===== src/rtl/lsld_pkg.sv =====
package lsld_pkg;

  // Clock rate and blink timing
  localparam int CLK_KHZ = 10000;
  localparam int BLINK_HALF_MS = 50;
  localparam int BLINK_HALF_CYC = BLINK_HALF_MS * CLK_KHZ;
  localparam int BLINK_CNT_W = 20;

  // Register locations mirrored by the mode and strap ports
  localparam logic [4:0] VENDOR_CTRL_ADDR = 5'h1e;
  localparam int MODE_FIELD_MSB = 15;
  localparam int MODE_FIELD_LSB = 14;
  localparam logic [4:0] BASIC_CTRL_ADDR = 5'h00;
  localparam int SPEED_SEL_BIT = 13;
  localparam logic [4:0] AN_ADV_ADDR = 5'h04;

  // Indicator modes; the upper two encodings are reserved
  localparam logic [1:0] MODE_LINK_ACT = 2'h0;
  localparam logic [1:0] MODE_LINK_ONLY = 2'h1;

  // Reset values
  localparam logic LAMP_OFF = 1'h1;
  localparam logic STRAP_SPEED_RST = 1'h1;
  localparam logic STRAP_AN_RST = 1'h1;
  localparam logic [1:0] PIN_SYNC_RST = 2'h3;
  localparam logic [1:0] RST_SYNC_RST = 2'h0;

  typedef enum logic {
    LSLD_ST_STRAP,
    LSLD_ST_DRIVE
  } lsld_pin_state_t;

endpackage


===== src/rtl/lsld_blink.sv =====
`timescale 1ns/100ps

// Half-period counter for the activity blink; phase restarts when activity stops
module lsld_blink #(
  parameter int HALF_CYC = lsld_pkg::BLINK_HALF_CYC
) (
  input wire logic mclk_i,
  input wire logic rst_i,
  input wire logic active_i,
  output logic phase_o
);

  localparam logic [lsld_pkg::BLINK_CNT_W-1:0] LAST =
    lsld_pkg::BLINK_CNT_W'(HALF_CYC - 1);

  logic [lsld_pkg::BLINK_CNT_W-1:0] count;

  // Counter runs only while traffic is seen
  always_ff @(posedge mclk_i) begin
    if (rst_i || !active_i) begin
      count <= '0;
    end else if (count == LAST) begin
      count <= '0;
    end else begin
      count <= count + 1'b1;
    end
  end

  // Phase flips once per half period, giving a slow visible blink
  always_ff @(posedge mclk_i) begin
    if (rst_i || !active_i) begin
      phase_o <= 1'b0;
    end else if (count == LAST) begin // RQ12
      phase_o <= ~phase_o;
    end
  end

endmodule // lsld_blink


===== src/rtl/lsld_top.sv =====
`timescale 1ns/100ps

// Operation
// RQ1 - Both lamp behaviours are chosen by the two-bit mode field of the vendor control register.
// RQ2 - Mode 00: lamp A is high without link, low with link, and toggles during activity.
// RQ3 - Mode 01: lamp A is high without link and low with link, never blinking.
// RQ4 - Mode 00: lamp B is high at 10 Mbps and low at 100 Mbps.
// RQ5 - Mode 01: lamp B is high without activity and toggles during activity.
// RQ6 - Software keeps the reserved mode values 10 and 11 out of the mode field.
// RQ7 - The chip reset pin is active low and resets the lamp logic and the strap capture.
// RQ8 - Each lamp pin is an input during reset so its strap can be read, and an output after.
// RQ9 - The lamp B pin level seen during reset becomes the speed select of control register 0h.
// RQ10 - That speed strap feeds bit 13 of register 0h and the advertised speed of register 4h.
// RQ11 - A high speed strap, the pull-up default, means 100 Mbps and a low one 10 Mbps.
// RQ12 - Activity is transmit or receive traffic, shown by a fixed slow blink.
module lsld_top #(
  parameter int BLINK_HALF_CYC = lsld_pkg::BLINK_HALF_CYC
) (
  input wire logic mclk_i,
  input wire logic srst_i,
  input wire logic chip_rst_n_i,
  input wire logic [1:0] lamp_mode_i,
  input wire logic link_up_i,
  input wire logic hundred_mbps_link_i,
  input wire logic tx_active_i,
  input wire logic rx_active_i,
  input wire logic status_lamp_a_i,
  input wire logic status_lamp_b_i,
  output logic status_lamp_a_o,
  output logic status_lamp_a_oe_o,
  output logic status_lamp_b_o,
  output logic status_lamp_b_oe_o,
  output logic speed_sel_o,
  output logic adv_speed_o,
  output logic autoneg_strap_o
);

  logic [1:0] rst_n_sync;
  logic [1:0] lamp_a_sync;
  logic [1:0] lamp_b_sync;
  logic chip_rst;
  logic in_reset;
  lsld_pkg::lsld_pin_state_t pin_state;
  logic strap_speed;
  logic strap_an;
  logic activity;
  logic blink_phase;
  logic next_lamp_a;
  logic next_lamp_b;

  // The chip reset pin is asynchronous to mclk, so it is brought in by two flops
  always_ff @(posedge mclk_i) begin
    if (srst_i) begin
      rst_n_sync <= lsld_pkg::RST_SYNC_RST;
    end else begin
      rst_n_sync <= {rst_n_sync[0], chip_rst_n_i};
    end
  end

  // Low level on the pin means reset
  assign chip_rst = ~rst_n_sync[1]; // RQ7
  assign in_reset = srst_i | chip_rst; // RQ7

  // Lamp A strap level comes from a board resistor, outside the clock domain
  always_ff @(posedge mclk_i) begin
    if (srst_i) begin
      lamp_a_sync <= lsld_pkg::PIN_SYNC_RST;
    end else begin
      lamp_a_sync <= {lamp_a_sync[0], status_lamp_a_i};
    end
  end

  // Lamp B strap level, same two-flop path; only the second flop is read
  always_ff @(posedge mclk_i) begin
    if (srst_i) begin
      lamp_b_sync <= lsld_pkg::PIN_SYNC_RST;
    end else begin
      lamp_b_sync <= {lamp_b_sync[0], status_lamp_b_i};
    end
  end

  // Pins listen while any reset is active and start driving once it ends
  always_ff @(posedge mclk_i) begin
    if (in_reset) begin
      pin_state <= lsld_pkg::LSLD_ST_STRAP; // RQ8
    end else begin
      case (pin_state)
        lsld_pkg::LSLD_ST_STRAP: pin_state <= lsld_pkg::LSLD_ST_DRIVE; // RQ8
        lsld_pkg::LSLD_ST_DRIVE: pin_state <= lsld_pkg::LSLD_ST_DRIVE;
        default: pin_state <= lsld_pkg::LSLD_ST_STRAP;
      endcase
    end
  end

  // Speed strap: follow the lamp B pin during chip reset, freeze at release.
  // The local srst only restores the pull-up default, since the pin
  // synchronisers are themselves held then and carry no real level.
  always_ff @(posedge mclk_i) begin
    if (srst_i) begin
      strap_speed <= lsld_pkg::STRAP_SPEED_RST; // RQ11
    end else if (chip_rst) begin
      strap_speed <= lamp_b_sync[1]; // RQ9
    end
  end

  // Auto-negotiation strap: same capture window, taken from the lamp A pin
  always_ff @(posedge mclk_i) begin
    if (srst_i) begin
      strap_an <= lsld_pkg::STRAP_AN_RST;
    end else if (chip_rst) begin
      strap_an <= lamp_a_sync[1];
    end
  end

  // Speed select bit of the basic control register: high means 100 Mbps
  always_ff @(posedge mclk_i) begin
    if (srst_i) begin
      speed_sel_o <= lsld_pkg::STRAP_SPEED_RST;
    end else begin
      speed_sel_o <= strap_speed; // RQ10
    end
  end

  // Advertised speed mirrors the same strap, so both registers always agree
  always_ff @(posedge mclk_i) begin
    if (srst_i) begin
      adv_speed_o <= lsld_pkg::STRAP_SPEED_RST;
    end else begin
      adv_speed_o <= strap_speed; // RQ10
    end
  end

  // Auto-negotiation enable as captured from the lamp A pin
  always_ff @(posedge mclk_i) begin
    if (srst_i) begin
      autoneg_strap_o <= lsld_pkg::STRAP_AN_RST;
    end else begin
      autoneg_strap_o <= strap_an;
    end
  end

  // Either direction of traffic counts as activity
  always_ff @(posedge mclk_i) begin
    if (in_reset) begin
      activity <= 1'b0;
    end else begin
      activity <= tx_active_i | rx_active_i; // RQ12
    end
  end

  // One blink generator serves both lamps; lamp A blinks in mode 00 and lamp B in mode 01
  lsld_blink #(
    .HALF_CYC(BLINK_HALF_CYC)
  ) u_blink (
    .mclk_i(mclk_i),
    .rst_i(in_reset),
    .active_i(activity),
    .phase_o(blink_phase)
  );

  // Lamp levels per mode; high is off. Reserved modes leave both lamps off.
  always_comb begin
    next_lamp_a = lsld_pkg::LAMP_OFF;
    next_lamp_b = lsld_pkg::LAMP_OFF;
    case (lamp_mode_i) // RQ1
      lsld_pkg::MODE_LINK_ACT: begin
        if (!link_up_i) begin
          next_lamp_a = lsld_pkg::LAMP_OFF; // RQ2
        end else if (activity) begin
          next_lamp_a = blink_phase; // RQ2
        end else begin
          next_lamp_a = ~lsld_pkg::LAMP_OFF; // RQ2
        end
        next_lamp_b = ~hundred_mbps_link_i; // RQ4
      end
      lsld_pkg::MODE_LINK_ONLY: begin
        next_lamp_a = ~link_up_i; // RQ3
        if (activity) begin
          next_lamp_b = blink_phase; // RQ5
        end else begin
          next_lamp_b = lsld_pkg::LAMP_OFF; // RQ5
        end
      end
      default: begin
        next_lamp_a = lsld_pkg::LAMP_OFF;
        next_lamp_b = lsld_pkg::LAMP_OFF;
      end
    endcase
  end

  // Lamp A level idles high like the pull-up, so enabling the pin causes no glitch
  always_ff @(posedge mclk_i) begin
    if (in_reset) begin
      status_lamp_a_o <= lsld_pkg::LAMP_OFF;
    end else begin
      status_lamp_a_o <= next_lamp_a;
    end
  end

  // Lamp B level, same idle level as lamp A
  always_ff @(posedge mclk_i) begin
    if (in_reset) begin
      status_lamp_b_o <= lsld_pkg::LAMP_OFF;
    end else begin
      status_lamp_b_o <= next_lamp_b;
    end
  end

  // Lamp A drive enable: low through reset so the strap level can be read
  always_ff @(posedge mclk_i) begin
    if (in_reset) begin
      status_lamp_a_oe_o <= 1'b0; // RQ8
    end else begin
      status_lamp_a_oe_o <= (pin_state == lsld_pkg::LSLD_ST_DRIVE); // RQ8
    end
  end

  // Lamp B drive enable: one edge after the level, once the strap is frozen
  always_ff @(posedge mclk_i) begin
    if (in_reset) begin
      status_lamp_b_oe_o <= 1'b0; // RQ8
    end else begin
      status_lamp_b_oe_o <= (pin_state == lsld_pkg::LSLD_ST_DRIVE); // RQ8
    end
  end

endmodule // lsld_top


===== config.mk =====
export PLATFORM = sky130hd
export DESIGN_NAME = lsld_top
export DESIGN_NICKNAME = d
export VERILOG_FILES = /design/src/rtl/lsld_pkg.sv /design/src/rtl/lsld_blink.sv /design/src/rtl/lsld_top.sv
export SDC_FILE = /design/constraint.sdc
export NUM_CORES = 1
export LEC_CHECK = 0
export BUFFER_PORTS_ARGS = -buffer_cell sky130_fd_sc_hd__buf_2
export CAP_MARGIN = 10
export CORE_ASPECT_RATIO = 0.9
export CORE_UTILIZATION = 59
export CTS_CLUSTER_SIZE = 25
export DETAILED_ROUTE_END_ITERATION = 10
export GPL_ROUTABILITY_DRIVEN = 0
export HOLD_SLACK_MARGIN = 0.08
export PLACE_DENSITY = 0.87
export SYNTH_ARGS = -nofsm -noshare
export SYNTH_HDL_FRONTEND = slang
export SYNTH_SLANG_ARGS = --single-unit

===== constraint.sdc =====
create_clock -name mclk_i -period 3.6 [get_ports mclk_i]
set_input_delay 0.18 -clock mclk_i [delete_from_list [all_inputs] [get_ports mclk_i]]
set_output_delay 0.18 -clock mclk_i [all_outputs]
set_load 0.05 [all_outputs]

# Word-level counts from Yosys, hierarchy flattened
# Cells that the tools add are included.
# W data, S select, Z words.
word_totals:
  register_bits: 36
  latch_bits: 0
  mem_bits_rw: 0
  romBits: 0
  inputBits: 11
  output_inout_bits: 7
  n_memories: 0
op_classes:
  add_sub_neg: 1
  multipliers: 0
  div: 0
  order_cmp: 0
  n_eq_ne: 2
  shifts: 0
  mux: 6
  n_bitwise: 6
  n_reduce_logical: 4
op_table:
  columns: ["operator", "n"]
  rows:
  - ["$add A20 B1 Y20 const B", 1]
  - ["$eq A20 B19 Y1 const B", 1]
  - ["$mux W1", 4]
  - ["$not A1 Y1", 4]
  - ["$pmux W1 S2", 2]
  - ["$eq A2 B1 Y1 const B", 1]
  - ["$logic_not A2 Y1", 1]
  - ["$or A1 B1 Y1", 2]
  - ["$reduce_or A2 Y1", 1]
  - ["$logic_not A1 Y1", 1]
  - ["$logic_or A1 B1 Y1", 1]

# Depth between registers and ports, before layout
# Gate-level depths: netlist (run 1).
logic_depth:
  depth_word: 4
  depth_mapped: 6

# By module
# Synthesis (run 1) repeated with hierarchy kept, for this count alone.
unflattened:
  hier_cells: 152
  area_unflattened_um2: 1487.7
by_module_without_submodules:
  columns: ["mod", "instances", "cells_per_inst", "area_each_um2", "seq_area_each_um2"]
  rows:
  - ["lsld_blink", 1, 111, 1011.0, 420.4]
  - ["lsld_top", 1, 41, 476.7, 300.3]

# Worst setup path after synthesis (run 1)
# No wires, ideal clock.
synth_timing:
  path_kind: "flip-flop to flip-flop"
  from: "register u_blink.count[0] (netlist name)"
  to: "register u_blink.count[10] (netlist name)"
  t_arrival_ps: 1639
  required_ps: 3483
  setup_slack_ps: 1844
  path_stages_with_launch: 7
  n_path_buf: 1
  synth_period_minus_slack_ps: 1756
  cell_sequence: "dfxtp_1 > ha_1 > nand4_1 > or2_1 > o21bai_2 > buf_2 > nor2_1"
synth_via:
  elab_chain_cells: 2
synth_rtl:
  columns: ["element", "line_no", "source"]
  rows:
  - ["from (decl)", "lsld_blink.sv:16", "logic [lsld_pkg::BLINK_CNT_W-1:0] count;"]
  - ["from (signal assigned)", "lsld_blink.sv:25", "count <= count + 1'b1;"]
  - ["parallel branches: the longest is 2 deep, another holds $add A20 B1 Y20", null, null]
# Parallel ways; which one is timed is not known.
# A chain may end at the register's enable or synchronous reset.

# Worst setup path after layout (run 1)
layout_timing:
  from: "register u_blink.count[0] (netlist name)"
  to: "register u_blink.count[2] (netlist name)"
# The elaborated chain is that of the path after synthesis.

==> results.sh, run 1 <==
export IMPL_numClockSinks=36
export IMPL_fmax_ghz=0.480
export IMPL_most_used_flip_flop_cell_after_synthesis="dfxtp_1"
export IMPL_status="completed"
export IMPL_gr_usage_met1=0.303
export IMPL_grtUsageMet3=0.0660
export IMPL_worst_endpoint_arrival_ns=2.30
export IMPL_cts_repair_resize_count=0
export IMPL_grt_overflow_total=0
export IMPL_hold_class="input pin to register"
export IMPL_path_class="register to register"
export IMPL_cap_violations=0
export IMPL_antenna_left=0
export IMPL_grt_use_met2=0.391
export IMPL_async_flop_share=0
export IMPL_setup_violations_final=0
export IMPL_cts_max_level=2
export IMPL_wl_per_cell_um=13.6
export IMPL_grt_pass1_wl_mm=4.64
export IMPL_design_final_nets=188
export IMPL_postLayoutCellArea_sq_mm=0.00167
export IMPL_finalMaxSlewViolations=0
export IMPL_power_density_mw_per_mm2=428
export IMPL_std_cell_rows=16
export IMPL_design_power_total_uw=715
export IMPL_critical_path_endpoint_type="register"
export IMPL_total_via_count_in_the_routed_design=1143
export IMPL_timing_critical_path_slowest_stage_cell="o21bai_2"
export IMPL_first_global_vias=1063
export IMPL_skew_ns=0.00690
export IMPL_netlist_area_sq_mm=0.00143
export IMPL_grt_antenna_before_repair=0
export IMPL_layout_area_overhead_vs_synth_pct=17.1
export IMPL_placement_setup_worst_slack_ns=1.52
export IMPL_grtUsageTotal=0.252
export IMPL_worstMarginPinSlew_ns=0.758
export IMPL_irDropWorstVdd_v=0.000524
export IMPL_fp_dieArea_sq_mm=0.00262
export IMPL_r2r_start="u_blink.count[0]$_SDFF_PP0_"
export IMPL_drive_gt1_frac=0.209
export IMPL_die_width_um=53.8
export IMPL_timing_hold_violations_final=0
export IMPL_period_share=0.579
export IMPL_worstSetupStartpoint="u_blink.count[0]$_SDFF_PP0_"
export IMPL_synth_most_common_cell="dfxtp_1"
export IMPL_clock_tree_buffer_depth=2
export IMPL_synth_seq_area_share=0.505
export IMPL_tritoncts_num_buffers=5
export IMPL_ys_ff_latch=36
export IMPL_drt_iter0_drc=44
export IMPL_die_y_um=48.6
export IMPL_avgSynthCellArea_sq_um=9.57
export IMPL_timing_critical_path_fanout_max=19
export IMPL_clockRootBuffer="clkbuf_4"
export IMPL_launch_point_of_the_worst_hold_path="srst_i"
export IMPL_netlist_top_cell_by_area="dfxtp_1"
export IMPL_core_area_sq_mm=0.00222
export IMPL_insertedDiodeCount=0
export IMPL_synth_commonest_cells="dfxtp_1, nor2_1, nand3_1"
export IMPL_slowest_delay_ns=0.64
export IMPL_wirelength_mm=2.77
export IMPL_critical_path_cell_list="ha_1, nand4_1, or2_1, o21bai_2, nor2_1"
export IMPL_post_route_drc_count=0
export IMPL_synth_nets=161
export IMPL_port_buffers=17
export IMPL_syn_instance_count=149
export IMPL_fin_setup_tns_ns=0
export IMPL_rsz_0062_raised_after_global_routing="no"
export IMPL_routed_via_density=5.60
export IMPL_post_cts_setup_buffers=0
export IMPL_post_synth_main_area_contributors="dfxtp_1, nor2_1, xnor2_1"
export IMPL_ys_warn_count=0
export IMPL_post_route_min_period_ns=2.08
export IMPL_drt_pre_antenna_iters=4
export IMPL_post_synth_top_area_fraction=0.505
export IMPL_start_util=0.642
export IMPL_clk_pin_slew_ns=0.11
export IMPL_dpl_hpwl_mm=1.75
export IMPL_required_ns=3.81
export IMPL_final_core_util=0.752
export IMPL_final_critical_path_setup_slack_ns=1.52
export IMPL_clk_latency_ns=0.35
export IMPL_top_level_ports=18
export IMPL_synth_edff_count=0
export IMPL_cts_tree="done"
export IMPL_globalRoute_busiestLayer="met2"
export IMPL_timing_critical_path_from_type="register"
export IMPL_power_static_leakage_nw=0.554
export IMPL_synth_distinct_cells=34
export IMPL_placement_stage_cell_area_sq_mm=0.00151
export IMPL_maximum_number_of_pins_on_one_net_before_global_route_repair=20
export IMPL_worst_slew_margin_rel=0.494
==> cell families after synthesis <==
family,share of synthesized area
XOR/XNOR,0.0860
buffers and inverters,0.0298
adder cells (fa/ha/maj),0.00877
multiplexers,0.00702
AND/OR/NAND/NOR,0.302
flip-flops,0.505
AO/OA/AOI/OAI,0.0614
==> routing by layer <==
| layer | up-vias | part of all wire |
|---|---|---|
| li1 | 568 | - |
| met1 | 530 | 0.43 |
| met2 | 33 | 0.49 |
| met3 | 12 | 0.049 |
| met4 | 0 | 0.035 |
| met5 | - | 0 |
==> cell type report <==
cell class,instances,area [sq um]
clock buffer,5,37.5
inverter,2,7.51
timing repair buffer,25,165
clock inverter,3,42.5
sequential,36,721
fill,158,552
tap,27,33.8
multi-input combinational,106,663
==> worst max-delay path: cells and delay by family (launching register included) <==
| family | cells | cell delay, ns |
|---|---|---|
| and+or+nand+nor | 3 | 0.66 |
| AOI/OAI and AO/OA | 1 | 0.64 |
| DFF | 1 | 0.41 |
| adders and majority gates | 1 | 0.25 |
==> final timing paths <==
path | endpoint | slack, ns | cells after the start
min | rst_n_sync[0]$_SDFF_PP0_ | 0.10 | 2
min reg2reg | lamp_a_sync[1]$_SDFF_PP1_ | 0.42 | 1
max reg2reg | u_blink.count[2]$_SDFF_PP0_ | 1.52 | 5
max | u_blink.count[2]$_SDFF_PP0_ | 1.52 | 5
==> power by group <==
group | leakage [nW] | switching, mW | internal, mW
Sequential | 0.292 | 0.00211 | 0.404
Combinational | 0.221 | 0.0117 | 0.0137
Clock | 0.0412 | 0.140 | 0.145
==> registers in the layout (all words and copies together) (netlist names) <==
signal              count
u_blink.count          20
lamp_a_sync             2
lamp_b_sync             2
rst_n_sync              2
activity                1
adv_speed_o             1
autoneg_strap_o         1
pin_state               1
status_lamp_a_o         1
status_lamp_b_o         1
status_lamp_b_oe_o      1
strap_an                1
strap_speed             1
u_blink.phase_o         1
==> layout by cell type, fill, tap and decap left out, types with 2 or more instances in the layout <==
cell / Yosys / layout
nor4_1: 5 / 5
nand2_1: 7 / 7
nand3b_1: 2 / 2
dfxtp_1: 36 / 36
or2_2: 7 / 7
a21oi_1: 4 / 4
nor2_1: 19 / 19
xor2_1: 7 / 7
buf_2: 1 / 17
and2_1: 2 / 2
xnor2_1: 7 / 7
clkbuf_4: 0 / 5
o21ai_0: 5 / 5
nand3_1: 8 / 8
nand4_1: 6 / 6
nor3_1: 3 / 3
nor2b_1: 6 / 6
a211o_1: 2 / 2
dlygate4sd3_1: 0 / 8
or3_1: 4 / 4
inv_1: 2 / 2
==> timing repair <==
item	in CTS	in global routing
endpoints found under the setup margin	0	0
hold buffers	8	0
hold endpoints to repair	6	0
==> metrics by stage <==
stage / instances / hold WS, ns
after floorplan: 149 / 0.252
after global placement: 188 / 0.357
after detailed placement: 188 / 0.360
after CTS: 204 / 0.0919
after global routing: 204 / 0.113
final: 204 / 0.104
Power figures use the tool's default switching activity.
==> run 2, diff against run 1 <==
CORE_UTILIZATION = 55   (was 59)
PLACE_DENSITY = 0.82   (was 0.87)
clock period = 2.2 ns   (was 3.6 ns; I/O delays follow)
==> results.sh, run 2 (same netlist as run 1, synthesis figures left out) <==
export IMPL_fmax_ghz=0.555
export IMPL_filler_cell_count=175
export IMPL_port_buffers=17
export IMPL_timing_critical_path_from_type="register"
export IMPL_timing_critical_path_slowest_stage_cell="or4_4"
export IMPL_core_area_sq_mm=0.00245
export IMPL_final_core_util=0.697
export IMPL_worst_r2r_setup_slack_ns=0.40
export IMPL_skew_ns=0.00329
export IMPL_worst_endpoint_arrival_ns=2.07
export IMPL_holdBufCountCts=11
export IMPL_ff2ff_path_depth=4
export IMPL_cells_on_worst_hold_path=1
export IMPL_post_cts_setup_buffers=0
export IMPL_r2r_end="u_blink.count[17]$_SDFF_PP0_"
export IMPL_largest_reg_flops=20
export IMPL_launch_point_of_the_worst_hold_path="lamp_a_sync[0]$_SDFF_PP1_"
export IMPL_worstMarginPinSlew_ns=0.433
export IMPL_path_class="register to register"
export IMPL_wl_met1_mm=1.13
export IMPL_rsz_0062_raised_after_global_routing="no"
export IMPL_clk_latency_ns=0.34
export IMPL_drt_pre_antenna_iters=4
export IMPL_grt_overflow_total=0
export IMPL_route_met3_wl_um=107
export IMPL_worst_slew_margin_rel=0.709
export IMPL_die_width_um=55.7
export IMPL_irDropWorstVdd_v=0.000602
export IMPL_insertedDiodeCount=0
export IMPL_drt_iter0_drc=14
export IMPL_setup_violations_final=0
export IMPL_antenna_left=0
export IMPL_dpl_hpwl_mm=1.69
export IMPL_numClockSinks=36
export IMPL_power_density_mw_per_mm2=676
export IMPL_routed_via_density=5.28
export IMPL_maximum_number_of_pins_on_one_net_before_global_route_repair=20
export IMPL_critical_path_endpoint_type="register"
export IMPL_met2RoutedLength_mm=1.12
export IMPL_post_route_min_period_ns=1.80
export IMPL_die_y_um=50.3
export IMPL_critical_path_cell_list="nand4_2, or4_4, or3_1, a21oi_1"
export IMPL_cts_repair_resize_count=0
export IMPL_std_cell_rows=17
export IMPL_design_final_nets=192
export IMPL_fin_setup_tns_ns=0
export IMPL_clk_pin_slew_ns=0.10
export IMPL_mostFrequentLayoutCell="dfxtp_1"
export IMPL_slowest_delay_ns=0.61
export IMPL_timing_critical_path_fanout_max=7
export IMPL_worst_path_buf_inv=0
export IMPL_hold_end="lamp_a_sync[1]$_SDFF_PP1_"
export IMPL_r2r_start="u_blink.count[7]$_SDFF_PP0_"
export IMPL_fp_dieArea_sq_mm=0.00280
export IMPL_layout_area_overhead_vs_synth_pct=19.6
export IMPL_grt_antenna_before_repair=0
export IMPL_cts_max_level=2
export IMPL_final_cell_mix="dfxtp_1, nor2_1, buf_2"
export IMPL_period_share=0.819
export IMPL_tritoncts_num_buffers=5
export IMPL_power_static_leakage_nw=0.570
export IMPL_status="completed"
export IMPL_clockRootBuffer="clkbuf_4"
export IMPL_required_ns=2.47
export IMPL_dr_max_layer_used="met4"
export IMPL_finalMaxSlewViolations=0
export IMPL_cap_violations=0
export IMPL_top_level_ports=18
export IMPL_first_global_vias=1068
export IMPL_clock_tree_buffer_depth=2
export IMPL_wl_per_cell_um=11.6
export IMPL_drive_gt1_frac=0.204
export IMPL_total_via_count_in_the_routed_design=1103
export IMPL_post_route_drc_count=0
export IMPL_wirelength_mm=2.42
export IMPL_start_util=0.583
export IMPL_grt_pass1_wl_mm=4.33
export IMPL_grtUsageTotal=0.202
export IMPL_registers_top_by_ff_count="u_blink.count"
export IMPL_timing_hold_violations_final=0
export IMPL_hold_class="register to register"
export IMPL_top_cell_family_by_delay_on_the_critical_path="simple AND/OR/NAND/NOR gates"
export IMPL_cts_tree="done"
==> run 2: metal layers <==
| metal | global-route usage | up-vias |
|---|---|---|
| met5 | 0 | - |
| met4 | 0.121 | 0 |
| met3 | 0.0541 | 6 |
| met2 | 0.345 | 26 |
| met1 | 0.228 | 495 |
| li1 | - | 576 |
==> run 2: area by class of cell <==
class                      instances  area (sq um)  share of cell area
timing repair buffer              29           203               0.119
clock inverter                     2          35.0              0.0205
tap                               28          35.0              0.0205
multi-input combinational        106           663               0.389
sequential                        36           721               0.423
clock buffer                       6          41.3              0.0242
inverter                           2          7.51             0.00440
==> run 2: worst max path at each step <==
stage	cells after the start	from	to
detailed placement	6	u_blink.count[0]$_SDFF_PP0_	u_blink.count[3]$_SDFF_PP0_
finish	4	u_blink.count[7]$_SDFF_PP0_	u_blink.count[17]$_SDFF_PP0_
global route	4	u_blink.count[7]$_SDFF_PP0_	u_blink.count[17]$_SDFF_PP0_
CTS	4	u_blink.count[7]$_SDFF_PP0_	u_blink.count[17]$_SDFF_PP0_
global placement	4	u_blink.count[7]$_SDFF_PP0_	u_blink.count[17]$_SDFF_PP0_
floorplan	6	u_blink.count[0]$_SDFF_PP0_	u_blink.count[10]$_SDFF_PP0_
==> run 2: power breakdown <==
group | switching, mW | total (mW) | internal (mW)
combinational | 0.0178 | 0.0426 | 0.0248
clock | 0.208 | 0.446 | 0.238
sequential | 0.00312 | 0.664 | 0.660
total | 0.229 | 1.15 | 0.923
==> run 2: stage by stage <==
step / setup WS, ns / power, mW / instances / hold WS (ns) / instance area [sq um]
floorplan: 0.444 / 0.698 / 149 / 0.182 / 1430
global placement: 0.485 / 0.708 / 190 / 0.289 / 1520
detailed placement: 0.433 / 0.709 / 190 / 0.297 / 1520
CTS: 0.412 / 1.16 / 209 / 0.423 / 1710
global route: 0.285 / 1.20 / 209 / 0.438 / 1710
finish: 0.397 / 1.15 / 209 / 0.422 / 1710
==> run 2: worst reg2reg max path, delay by kind of cell, from the launching register on <==
kind	cells	cell delay [ns]
AOI/OAI and AO/OA	1	0.15
DFF	1	0.47
and+or+nand+nor	3	1.13
==> run 3, diff against run 2 <==
ABC_AREA = 1   (was default)
CORE_UTILIZATION = 51   (was 55)
PLACE_DENSITY = 0.8   (was 0.82)
clock period = 1.65 ns   (was 2.2 ns; I/O delays follow)
==> results.sh, run 3 <==
export IMPL_status="completed"
export IMPL_drt_pre_antenna_iters=4
export IMPL_finalMaxSlewViolations=0
export IMPL_cts_max_level=2
export IMPL_synth_distinct_cells=22
export IMPL_numClockSinks=36
export IMPL_antenna_left=0
export IMPL_fp_dieArea_sq_mm=0.00326
export IMPL_timing_critical_path_slowest_stage_cell="dlygate4sd3_1"
export IMPL_timing_critical_path_fanout_max=8
export IMPL_synth_commonest_cells="nand2_1, nor2_1, dfxtp_1"
export IMPL_setup_violations_final=0
export IMPL_final_critical_path_setup_slack_ns=0.0737
export IMPL_irDropWorstVdd_v=0.000601
export IMPL_ff2ff_path_depth=6
export IMPL_power_density_mw_per_mm2=782
export IMPL_largest_reg_flops=20
export IMPL_dpl_hpwl_mm=2.10
export IMPL_wirelength_mm=2.90
export IMPL_hold_end="lamp_a_sync[1]$_SDFF_PP1_"
export IMPL_design_final_nets=258
export IMPL_most_used_flip_flop_cell_after_synthesis="dfxtp_1"
export IMPL_crit_path_frequent_cell="dlygate4sd3_1"
export IMPL_drive_gt1_frac=0.138
export IMPL_slowest_delay_ns=0.57
export IMPL_critical_path_endpoint_type="register"
export IMPL_die_y_um=54.3
export IMPL_grtUsageMet3=0.0851
export IMPL_ys_ff_latch=36
export IMPL_std_cell_rows=18
export IMPL_comb_power_share=0.045
export IMPL_worstMarginPinSlew_ns=0.318
export IMPL_globalRoute_busiestLayer="met2"
export IMPL_path_class="input pin to register"
export IMPL_main_combinational_cell_family_by_area_after_synthesis="simple AND/OR/NAND/NOR gates"
export IMPL_grt_pass1_wl_mm=4.57
export IMPL_clock_tree_buffer_depth=2
export IMPL_synth_edff_count=0
export IMPL_fmax_ghz=0.634
export IMPL_wl_per_cell_um=10.1
export IMPL_skew_ns=0.0101
export IMPL_hold_class="register to register"
export IMPL_first_global_vias=1074
export IMPL_power_static_leakage_nw=0.729
export IMPL_worst_slew_margin_rel=0.787
export IMPL_registers_top_by_ff_count="u_blink.count"
export IMPL_timing_critical_path_from_type="input pin"
export IMPL_filler_cell_count=237
export IMPL_cts_tree="done"
export IMPL_ys_warn_count=0
export IMPL_gr_usage_met1=0.268
export IMPL_synth_area_in_simple_gates=0.331
export IMPL_clockRootBuffer="clkbuf_4"
export IMPL_yosys_mux_area_fraction=0
export IMPL_cell_internal_pwr_mw=1.16
export IMPL_design_power_total_mw=1.46
export IMPL_clk_latency_ns=0.34
export IMPL_grt_antenna_before_repair=0
export IMPL_required_ns=1.89
export IMPL_switching_power_uw=307
export IMPL_clk_pin_slew_ns=0.10
export IMPL_post_route_min_period_ns=1.58
export IMPL_worst_endpoint_arrival_ns=1.82
export IMPL_syn_instance_count=211
export IMPL_grt_use_met2=0.293
export IMPL_synth_compound_gate_area_share=0.0542
export IMPL_r2r_start="rst_n_sync[1]$_SDFF_PP0_"
export IMPL_layout_area_overhead_vs_synth_pct=21.1
export IMPL_synth_nets=223
export IMPL_total_via_count_in_the_routed_design=1290
export IMPL_placement_setup_worst_slack_ns=0.123
export IMPL_post_synth_top_area_fraction=0.466
export IMPL_cells_on_worst_hold_path=1
export IMPL_cap_violations=0
export IMPL_timing_hold_violations_final=0
export IMPL_drt_iter0_drc=56
export IMPL_power_clock_fraction=0.352
export IMPL_p_seq_frac=0.603
export IMPL_launch_point_of_the_worst_hold_path="lamp_a_sync[0]$_SDFF_PP1_"
export IMPL_synth_most_common_cell="nand2_1"
export IMPL_routed_via_density=4.51
export IMPL_r2r_end="status_lamp_a_o$_SDFF_PP1_"
export IMPL_core_area_sq_mm=0.00282
export IMPL_insertedDiodeCount=0
export IMPL_synth_adder_area_share=0.00808
export IMPL_rsz_0062_raised_after_global_routing="no"
export IMPL_grt_overflow_total=0
export IMPL_fin_setup_tns_ns=0
export IMPL_async_flop_share=0
export IMPL_netlist_area_sq_mm=0.00155
export IMPL_die_width_um=60.1
export IMPL_critical_path_cell_list="dlygate4sd3_1, buf_2, nor2_2, inv_1, nor2_1, o211ai_1, dlygate4sd3_1"
export IMPL_grtUsageTotal=0.204
export IMPL_maximum_number_of_pins_on_one_net_before_global_route_repair=17
export IMPL_synthXorXnorAreaFrac=0.0509
export IMPL_period_share=0.955
export IMPL_top_level_ports=18
export IMPL_netlist_top_cell_by_area="dfxtp_1"
export IMPL_mostFrequentLayoutCell="nand2_1"
export IMPL_post_synth_main_area_contributors="dfxtp_1, nand2_1, nor2_1"
export IMPL_port_buffers=17
export IMPL_worst_r2r_setup_slack_ns=0.16
export IMPL_post_route_drc_count=0
export IMPL_power_share_switching=0.210
export IMPL_start_util=0.550
export IMPL_final_cell_mix="nand2_1, nor2_1, dfxtp_1"
export IMPL_avgSynthCellArea_sq_um=7.34
export IMPL_tritoncts_num_buffers=5
export IMPL_top_cell_family_by_delay_on_the_critical_path="buffers and inverters"
export IMPL_synth_seq_area_share=0.466
export IMPL_worst_path_buf_inv=4
export IMPL_worstSetupStartpoint="srst_i"
[run 3: power by group through the flow]
stage / logic, mW / clock network (mW) / registers, mW
finish: 0.0653 / 0.516 / 0.884
global route: 0.0717 / 0.574 / 0.886
CTS: 0.0636 / 0.534 / 0.884
detailed placement: 0.0432 / 0 / 0.904
global placement: 0.0426 / 0 / 0.903
floorplan: 0.0190 / 0 / 0.910
[run 3: worst reg2reg max path, cell delays in order (launching register included)]
cell	delay, ns
dfxtp_1	0.32
inv_1	0.07
nor2_2	0.13
inv_1	0.09
nor2_1	0.12
o211ai_1	0.10
dlygate4sd3_1	0.57
[run 3: worst max path at each step]
stage          cells past startpoint                      endpoint  slack [ns]
2_1_floorplan                      7  u_blink.count[10]$_SDFF_PP0_        0.32
3_3_place_gp                       6  u_blink.count[14]$_SDFF_PP0_        0.20
3_5_place_dp                       6  u_blink.count[11]$_SDFF_PP0_        0.12
4_1_cts                            7    status_lamp_b_o$_SDFF_PP1_        0.06
5_1_grt                            7    status_lamp_a_o$_SDFF_PP1_        0.02
6_report                           7    status_lamp_a_o$_SDFF_PP1_        0.07
[run 3: cells by family (layout without fill, tap and decap cells)]
family / Yosys count / in the layout
compound gates: 12 / 12
simple gates: 120 / 120
flops: 36 / 36
xor+xnor: 9 / 9
buf+inv: 33 / 68
fa+ha+maj: 1 / 1
[run 3: timing repair]
action | CTS | global route
hold buffers | 13 | 0
gates resized for setup | 0 | 1
buffers inserted | 0 | 1
hold endpoints to repair | 11 | 0
setup endpoints to repair | 0 | 10
[run 3: stage by stage]
| stage | std cells | hold slack, ns | utilization | area [sq um] |
|---|---|---|---|---|
| after floorplan | 211 | 0.154 | - | 1550 |
| after global placement | 265 | 0.265 | 0.588 | 1660 |
| after detailed placement | 265 | 0.269 | 0.588 | 1660 |
| after CTS | 285 | 0.415 | 0.658 | 1850 |
| after global routing | 286 | 0.426 | 0.666 | 1870 |
| final | 286 | 0.415 | 0.666 | 1870 |
[run 3: routing by layer]
metal,wire length (um),vias to the layer above
met3,142,6
met2,1200,26
met4,54,0
li1,-,710
met1,1510,548
met5,0,-
[run 3: area by class of cell]
| type | count | area, sq um | area share |
|---|---|---|---|
| tap | 40 | 50.0 | 0.0267 |
| inverter | 30 | 113 | 0.0601 |
| sequential | 36 | 721 | 0.385 |
| multi-input combinational | 142 | 691 | 0.368 |
| clock buffer | 7 | 65.1 | 0.0347 |
| timing repair buffer | 31 | 235 | 0.126 |
